File: src/logic/ssdl_params.svh
/*
  Constants of the serial divider loader: word layout, latch reset
  values and counter widths. Included by the package and the top module.
*/
`ifndef SSDL_PARAMS_SVH
`define SSDL_PARAMS_SVH

`define SSDL_SHIFT_W 19
`define SSDL_REF_LATCH_W 15
`define SSDL_DIV_LATCH_W 18
`define SSDL_REF_W 14
`define SSDL_SWAL_W 7
`define SSDL_MAIN_W 11
`define SSDL_PRE_W 8
// Synchronised pin positions
`define SSDL_PIN_SCLK 0
`define SSDL_PIN_SDATA 1
`define SSDL_PIN_LOAD 2
`define SSDL_PIN_FSEL 3
`define SSDL_PIN_OSC 4
`define SSDL_PIN_RF 5
`define SSDL_PIN_W 6
// Field positions inside the latches
`define SSDL_SW_BIT 14
`define SSDL_SWAL_LSB 0
`define SSDL_MAIN_LSB 7
// Prescaler moduli (low modulus of each pair)
`define SSDL_P_LOW_SEL 8'h80
`define SSDL_P_HIGH_SEL 8'h40
// Reset latch contents: R = 16383, modulus 64/65; N = 2047, A = 0
`define SSDL_REF_LATCH_RST 15'h7fff
`define SSDL_DIV_LATCH_RST 18'h3ff80
// First count after reset runs from the largest value
`define SSDL_REF_CNT_RST 14'h3fff
`define SSDL_MAIN_CNT_RST 11'h7ff

`endif

File: src/logic/ssdl_pkg.sv
/*
  Types of the serial divider loader. Assumes ssdl_params.svh is on the
  include path.
*/
`default_nettype none
`include "ssdl_params.svh"

package ssdl_pkg;

  typedef struct packed {
    logic [`SSDL_PIN_W-1:0] sync1;
    logic [`SSDL_PIN_W-1:0] sync2;
    logic [`SSDL_PIN_W-1:0] prev;
    logic [`SSDL_SHIFT_W-1:0] shift;
    logic [`SSDL_REF_LATCH_W-1:0] ref_latch;
    logic [`SSDL_DIV_LATCH_W-1:0] div_latch;
    logic [`SSDL_REF_W-1:0] ref_cnt;
    logic [`SSDL_PRE_W-1:0] pre_cnt;
    logic [`SSDL_SWAL_W-1:0] swal_cnt;
    logic [`SSDL_MAIN_W-1:0] main_cnt;
    logic ref_tgl;
    logic rf_tgl;
    logic lead_ref;
    logic lead_rf;
    logic pump_out;
    logic pump_oe;
    logic up_out;
    logic down_oe;
    logic lock;
    logic monitor;
  } ssdl_state_type;

endpackage

`default_nettype wire

File: src/logic/ssdl_top.sv
/*
  Digital part of a single-loop synthesizer: three-wire serial loader,
  reference counter, pulse-swallow divider, phase detector, monitor and
  lock detect. All pins are asynchronous to ref_clk; all but rst are sampled
  through two flip-flops; ref_clk must be well above the pin rates.
*/
`timescale 1ns/1ns
`default_nettype none
`include "ssdl_params.svh"

module ssdl_top (
  input wire logic ref_clk,
  input wire logic rst,
  input wire logic serial_clock,
  input wire logic serial_data,
  input wire logic load_strobe,
  input wire logic phase_sense_select,
  input wire logic oscillator_input,
  input wire logic rf_input,
  output logic pump_out,
  output logic pump_oe,
  output logic phase_up_out,
  output logic phase_down_out,
  output logic phase_down_oe,
  output logic lock_detect_output,
  output logic monitor_out
);

  function automatic logic rise(input logic prev, input logic cur);
    rise = cur & ~prev;
  endfunction

  ssdl_pkg::ssdl_state_type st_r;
  ssdl_pkg::ssdl_state_type st_nxt;

  logic [`SSDL_PIN_W-1:0] pins;
  logic sclk_rise;
  logic osc_rise;
  logic rf_rise;
  logic fsel;
  logic [`SSDL_REF_W-1:0] ref_value;
  logic [`SSDL_SWAL_W-1:0] swal_value;
  logic [`SSDL_MAIN_W-1:0] main_value;
  logic [`SSDL_PRE_W-1:0] pre_last;
  logic fr_ev;
  logic fp_ev;
  logic pre_ev;
  logic ref_flag;
  logic rf_flag;
  logic fast;
  logic slow;

  always_comb begin
    pins = '0;
    pins[`SSDL_PIN_SCLK] = serial_clock;
    pins[`SSDL_PIN_SDATA] = serial_data;
    pins[`SSDL_PIN_LOAD] = load_strobe;
    pins[`SSDL_PIN_FSEL] = phase_sense_select;
    pins[`SSDL_PIN_OSC] = oscillator_input;
    pins[`SSDL_PIN_RF] = rf_input;
  end

  always_comb begin
    st_nxt = st_r;
    st_nxt.sync1 = pins;
    st_nxt.sync2 = st_r.sync1;
    st_nxt.prev = st_r.sync2;
    sclk_rise = rise(st_r.prev[`SSDL_PIN_SCLK], st_r.sync2[`SSDL_PIN_SCLK]);
    osc_rise = rise(st_r.prev[`SSDL_PIN_OSC], st_r.sync2[`SSDL_PIN_OSC]);
    rf_rise = rise(st_r.prev[`SSDL_PIN_RF], st_r.sync2[`SSDL_PIN_RF]);
    fsel = st_r.sync2[`SSDL_PIN_FSEL];
    ref_value = st_r.ref_latch[`SSDL_REF_W-1:0];
    swal_value = st_r.div_latch[`SSDL_SWAL_LSB +: `SSDL_SWAL_W];
    main_value = st_r.div_latch[`SSDL_MAIN_LSB +: `SSDL_MAIN_W];

    // serial shift, newest bit at bit 0
    if (sclk_rise) begin
      st_nxt.shift = {st_r.shift[`SSDL_SHIFT_W-2:0],
                      st_r.sync2[`SSDL_PIN_SDATA]};
    end

    // level-sensitive load, routed by the last bit
    // word fields sit above the routing bit
    // only the strobe reaches the latches
    if (st_r.sync2[`SSDL_PIN_LOAD]) begin
      if (st_r.shift[0]) begin
        st_nxt.ref_latch = st_r.shift[`SSDL_REF_LATCH_W:1];
      end else begin
        st_nxt.div_latch = st_r.shift[`SSDL_DIV_LATCH_W:1];
      end
    end

    // Reference counter; latch changes take effect at the next reload
    fr_ev = 1'b0;
    if (osc_rise) begin
      if (st_r.ref_cnt <= 14'h0001) begin
        st_nxt.ref_cnt = ref_value;
        fr_ev = 1'b1;
      end else begin
        st_nxt.ref_cnt = st_r.ref_cnt - 14'h0001;
      end
    end

    // modulus select; one extra count while swallowing
    pre_last = (st_r.ref_latch[`SSDL_SW_BIT] ? `SSDL_P_HIGH_SEL
                                             : `SSDL_P_LOW_SEL)
               - ((st_r.swal_cnt != 7'h00) ? 8'h00 : 8'h01);
    pre_ev = 1'b0;
    if (rf_rise) begin
      if (st_r.pre_cnt >= pre_last) begin
        st_nxt.pre_cnt = 8'h00;
        pre_ev = 1'b1;
      end else begin
        st_nxt.pre_cnt = st_r.pre_cnt + 8'h01;
      end
    end

    // swallow then main count, reload together
    fp_ev = 1'b0;
    if (pre_ev) begin
      if (st_r.main_cnt <= 11'h001) begin
        st_nxt.main_cnt = main_value;
        st_nxt.swal_cnt = swal_value;
        fp_ev = 1'b1;
      end else begin
        st_nxt.main_cnt = st_r.main_cnt - 11'h001;
        if (st_r.swal_cnt != 7'h00) begin
          st_nxt.swal_cnt = st_r.swal_cnt - 7'h01;
        end
      end
    end

    if (fr_ev) begin
      st_nxt.ref_tgl = ~st_r.ref_tgl;
    end
    if (fp_ev) begin
      st_nxt.rf_tgl = ~st_r.rf_tgl;
    end

    // two-flag frequency-phase detector, cleared when both lead
    ref_flag = st_r.lead_ref | fr_ev;
    rf_flag = st_r.lead_rf | fp_ev;
    if (ref_flag && rf_flag) begin
      ref_flag = 1'b0;
      rf_flag = 1'b0;
    end
    st_nxt.lead_ref = ref_flag;
    st_nxt.lead_rf = rf_flag;

    // phase select low swaps the two cases
    fast = fsel ? ref_flag : rf_flag;
    slow = fsel ? rf_flag : ref_flag;
    // pump high on fast, low on slow, else floating
    st_nxt.pump_out = fast;
    st_nxt.pump_oe = fast | slow;
    st_nxt.up_out = slow;
    st_nxt.down_oe = fast;
    // low only while an error pulse is open
    st_nxt.lock = ~(ref_flag | rf_flag);
    st_nxt.monitor = fsel ? st_nxt.ref_tgl : st_nxt.rf_tgl;
  end

  always_ff @(posedge ref_clk or posedge rst) begin
    if (rst) begin
      st_r <= '0;
      st_r.ref_latch <= `SSDL_REF_LATCH_RST;
      st_r.div_latch <= `SSDL_DIV_LATCH_RST;
      st_r.ref_cnt <= `SSDL_REF_CNT_RST;
      st_r.main_cnt <= `SSDL_MAIN_CNT_RST;
      st_r.lock <= 1'b1;
    end else begin
      st_r <= st_nxt;
    end
  end

  assign pump_out = st_r.pump_out;
  assign pump_oe = st_r.pump_oe;
  assign phase_up_out = st_r.up_out;
  // Open drain: only ever pulls low
  assign phase_down_out = 1'b0;
  assign phase_down_oe = st_r.down_oe;
  assign lock_detect_output = st_r.lock;
  assign monitor_out = st_r.monitor;

endmodule // ssdl_top

`default_nettype wire

File: config.mk
export PLATFORM = sky130hd
export DESIGN_NAME = ssdl_top
export DESIGN_NICKNAME = d
export VERILOG_FILES = /design/src/logic/ssdl_pkg.sv /design/src/logic/ssdl_top.sv
export VERILOG_INCLUDE_DIRS = /design/src /design/src/logic
export SDC_FILE = /design/constraint.sdc
export NUM_CORES = 1
export LEC_CHECK = 0
export ABC_AREA = 0
export ABC_CLOCK_PERIOD_IN_PS = 11930
export BUFFER_PORTS_ARGS = -buffer_cell sky130_fd_sc_hd__clkbuf_2
export CAP_MARGIN = 40
export CELL_PAD_IN_SITES_DETAIL_PLACEMENT = 0
export CELL_PAD_IN_SITES_GLOBAL_PLACEMENT = 1
export CORE_MARGIN = 1.5
export CORE_UTILIZATION = 55
export DETAILED_ROUTE_END_ITERATION = 7
export GPL_ROUTABILITY_DRIVEN = 1
export PLACE_DENSITY_LB_ADDON = 0.1
export SLEW_MARGIN = 5
export SYNTH_ARGS = -nofsm -noshare
export SYNTH_HDL_FRONTEND = slang
export SYNTH_SLANG_ARGS = --single-unit
File: constraint.sdc
create_clock -name ref_clk -period 11.93 [get_ports ref_clk]
set_input_delay 1.7895 -clock ref_clk [delete_from_list [all_inputs] [get_ports ref_clk]]
set_output_delay 1.7895 -clock ref_clk [all_outputs]
set_load 0.01 [all_outputs]
### Yosys cells after proc, flatten, opt, wreduce, memory -nomap -nowiden

Cells that the tools add are included.
W data, S select, Z words.

| cells by class | value |
|---|---|
| reduce and logical (&&, ||, !) cells | 6 |
| bitwise operators | 14 |
| muxes and demuxes | 19 |
| $add $sub $neg | 5 |
| $lt $le $gt $ge | 3 |

Operators with widths:

| operator | number |
|---|---|
| $mux W18 | 1 |
| $mux W8 | 2 |
| $le A14 B1 Y1 const B | 1 |
| $mux W1 | 14 |
| $mux W14 | 1 |
| $sub A14 B1 Y14 const B | 1 |
| $le A11 B1 Y1 const B | 1 |
| $sub A11 B1 Y11 const B | 1 |
| $add A8 B1 Y8 const B | 1 |
| $ge A8 B8 Y1 | 1 |
| $sub A8 B1 Y8 | 1 |
| $mux W7 | 1 |
| $not A1 Y1 | 7 |
| $reduce_bool A7 Y1 | 1 |
| $sub A7 B1 Y7 const B | 1 |
| $reduce_and A2 Y1 | 3 |
| $or A1 B1 Y1 | 4 |
| $and A1 B1 Y1 | 3 |
| $reduce_bool A2 Y1 | 1 |
| $logic_and A1 B1 Y1 | 1 |

| word-level totals | value |
|---|---|
| logic and storage cells | 66 |
| bits in registers | 119 |
| input bits | 8 |
| output and inout bits | 7 |

### Logic depth before layout (Yosys ltp)

| logic depth | value |
|---|---|
| word-level depth | 12 |
| gate-level depth with buffers | 15 |
| depth with buffers taken out | 14 |

### Worst setup path before layout

OpenSTA, ideal clock, no wires.

| path | value |
|---|---|
| kind | reg2reg |
| start point | reg st_r[21] (netlist bit) |
| end point | reg st_r, in the netlist pump_oe |
| required time | 11.803 ns |
| buffers on the path | 1 |
| setup time | 0.127 ns |
| period minus slack after synthesis | 3.825 ns |
| arrival time | 3.698 ns |
| cell stages (with the launch flop) | 15 |
| slack | 8.105 ns |
| path through | dfrtp_1 -> inv_1 -> ha_1 -> or4b_1 -> or2_2 -> inv_1 -> ha_1 -> nand2b_1 -> a2111oi_0 -> o311a_1 -> nor2_1 -> clkbuf_1 -> a21o_1 -> ha_1 -> or2_2 |

RTL lines:

| element | RTL line | text |
|---|---|---|
| start, declared | ssdl_top.sv:33 | `ssdl_pkg::ssdl_state_type st_r;` |
| start signal, assigned | ssdl_top.sv:172 | `st_r <= st_nxt;` |

==> impl_metrics.toml <==
[logic_synthesis]
ys_seq_elements = 116
seq_area_frac_synth = 0.549
synth_nets = 489
syn-cell-area_um2 = 5410
async_reset_ff_frac = 1.00
synth_edf_count = 0
yosysUniqueCellTypes = 63
syn_inst = 464
yosysWarnings = 0
postSynthAreaPerCell_um2 = 11.7
ys.flop_type = "dfrtp_1"

[critical_path]
reg2reg_from = "st_r[21]$_DFFE_PP0P_"
arrival_ns = 4.50
cp-start-kind = "register"
cp-end-kind = "register"
crit_type = "register to register"
startpoint = "st_r[21]$_DFFE_PP0P_"
critPathRequiredTime_ns = 12.33
crit_slowest_cell = "a2111oi_0"
worstPathCellList = "inv_1 -> ha_1 -> or4b_1 -> or2_2 -> inv_1 -> ha_1 -> nand2b_1 -> a2111oi_0 -> o311a_1 -> nor2_1 -> a21o_1 -> ha_1 -> or2_2"
path_max_fanout = 7
cpMostUsedCell = "ha_1"
cpPeakStageDelay_ns = 0.61

[global_routing]
grt_pass1_wl_um = 17600
grt_overflow_total = 0
grt_pass1_vias = 3576
antenna_found_initial = 0
grt.total_usage = 0.224
grt_max_degree = 58

[placement]
gp_congestion = 0.881
dpl_cell_area_um2 = 5640
hpwl_um = 6990
port_buffers = 13

[sta]
setup_viol = 0
layout_min_cycle_time_ns = 4.10
slew_headroom = 0.430
max_freq_mhz = 244
maxSlewViolCount = 0
rsz0062_at_grt = "no"
finClkSkew_ns = 0.00424
tightest_slew_ns = 0.853
fin_crit_sh = 0.344
hold_violations = 0
fin_tns_setup_ns = 0

[clock_network]
clockBufferDepth = 2
cts_tree = "built"
post_cts_buffers = 0
cts.sinks = 116
numCtsBuffers = 17
hold_buffers = 0
cts_max_level = 4
path_clk_slew_ns = 0.05
cts_root_buffer = "clkbuf_8"
clk_latency_ns = 0.51
cts_resized = 0

[drt]
drt.antenna.violating_nets = 0
avgViaCountPerCell = 5.73
first_pass_iters = 4
post-route-drc-count = 0
totalWireLength_um = 10400
vias = 3605
drt-initial-drc-count = 127
wl_per_cell_um = 16.6

[floorplan]
die_area_um2 = 10400
core_um2 = 9640
fp.dieH_um = 102
start_util = 0.561
die_w_um = 102
io_pins = 15
fp-row-count = 36

[power_and_ir_drop]
peakVddDrop_uv = 160
p_per_area_nw_per_um2 = 224
leakage_uw = 0.00270

[min_path]
worstHoldStart = "st_nxt[113]$_DFF_PP0_"
hp-class = "register to register"

[finish]
areaGrowthSynthToFinish_pct = 16.4
final_cell_area_um2 = 6290
nets = 508
drive_gt1_frac = 0.353
antennaDiodeCount = 0
fill_cells = 755

[run]
cap_violations = 0

[run_status]
status = "finished, final reports clean"
[cell usage after synthesis, drive strengths merged, types with 6 or more instances]
master	count	area (µm²)
ha	17	213
xor2	6	52.6
o21ai	21	105
a21oi	20	104
nand2	27	101
inv	22	82.6
nor3	14	75.1
nor2	25	93.8
or2	8	50.1
mux2	55	619
nand3	12	72.6
clkbuf	13	48.8
o2bb2ai	6	52.6
dfstp	52	1370
nand4	7	43.8
o31ai	6	50.1
buf	8	48.8
dfrtp	64	1600
a31oi	9	56.3
[per-layer routing]
metal | routed length [µm] | track usage | vias to the layer above
li1 | - | - | 1722
met1 | 5060 | 0.311 | 1810
met2 | 4890 | 0.332 | 52
met3 | 325 | 0.0691 | 21
met4 | 150 | 0.0843 | 0
met5 | 0 | 0 | -
[placed cells by master, fill, tap and decap left out, types with 16 or more instances in the layout]
| master | netlist | routed |
|---|---|---|
| clkbuf_16 | 0 | 16 |
| dfrtp_1 | 64 | 64 |
| nand2_1 | 27 | 27 |
| o21ai_0 | 19 | 19 |
| nor2_1 | 25 | 25 |
| a21oi_1 | 19 | 19 |
| mux2_2 | 55 | 55 |
| inv_1 | 22 | 21 |
| ha_1 | 17 | 17 |
| dfstp_2 | 52 | 52 |
[final timing paths]
path | endpoint | slack (ns) | cells after the start
hold reg to reg | st_nxt[107]$_DFF_PP0_ | 0.35 | 0
max in group asynchronous | st_r[11]$_DFFE_PP1P_ | 9.58 | 4
setup reg to reg | pump_oe$_DFF_PP0_ | 7.83 | 13
hold / removal | st_nxt[107]$_DFF_PP0_ | 0.35 | 0
min in group asynchronous | st_r[9]$_DFF_PP0_ | 1.24 | 2
setup / recovery | pump_oe$_DFF_PP0_ | 7.83 | 13
[cell families (layout without fill, tap and decap cells)]
group,count (synthesis),after routing,share of synthesized area
AND/OR/NAND/NOR,126,126,0.127
flip-flops,116,116,0.549
AO/OA/AOI/OAI,96,96,0.119
multiplexers,59,59,0.122
buffers and inverters,43,75,0.0333
adder cells (fa/ha/maj),17,17,0.0393
XOR/XNOR,6,6,0.00972
other,1,1,0.000693
[worst max-delay path: cells and delay by family, from the launching register on]
kind                       cells  cell delay, ns
and+or+nand+nor                5            1.46
AOI/OAI and AO/OA              3            1.20
adders and majority gates      3            0.70
DFF                            1            0.36
buffers and inverters          2            0.27
[report_power, final]
part	switching [µW]	total [µW]	leakage, µW	internal (µW)
logic	99.4	218	0.00103	118
clock network	170	558	0.000325	388
registers	93.2	636	0.00134	543
[area by class of cell]
cell class	count	area [µm²]	share of cell area
flip-flops and latches	116	2970	0.471
inverters	22	85.1	0.0135
repair buffers	21	156	0.0248
clock inverters	8	169	0.0268
well taps	133	166	0.0264
clock buffers	24	490	0.0779
multi-input cells	305	2260	0.359
[stage by stage]
stage          instances  total power (µW)  setup WS, ns  utilization  hold WS (ns)
2_1_floorplan        464               791          7.15            -         0.331
3_3_place_gp         594               850          8.10        0.579         0.332
4_1_cts              629              1430          7.85        0.653         0.349
3_5_place_dp         597               863          7.86        0.585         0.336
6_report             629              1410          7.83        0.653         0.347
5_1_grt              629              1480          7.57        0.653         0.352
[sequential cells by signal (all words and copies together), names as in the netlist]
register	cells
phase_down_oe	1
pump_oe	1
fsel	1
st_r	74
st_nxt	11
phase_up_out	1
ref_value	14
lock_detect_output	1
main_value	11
monitor_out	1
(Power assumes the default switching activity.)
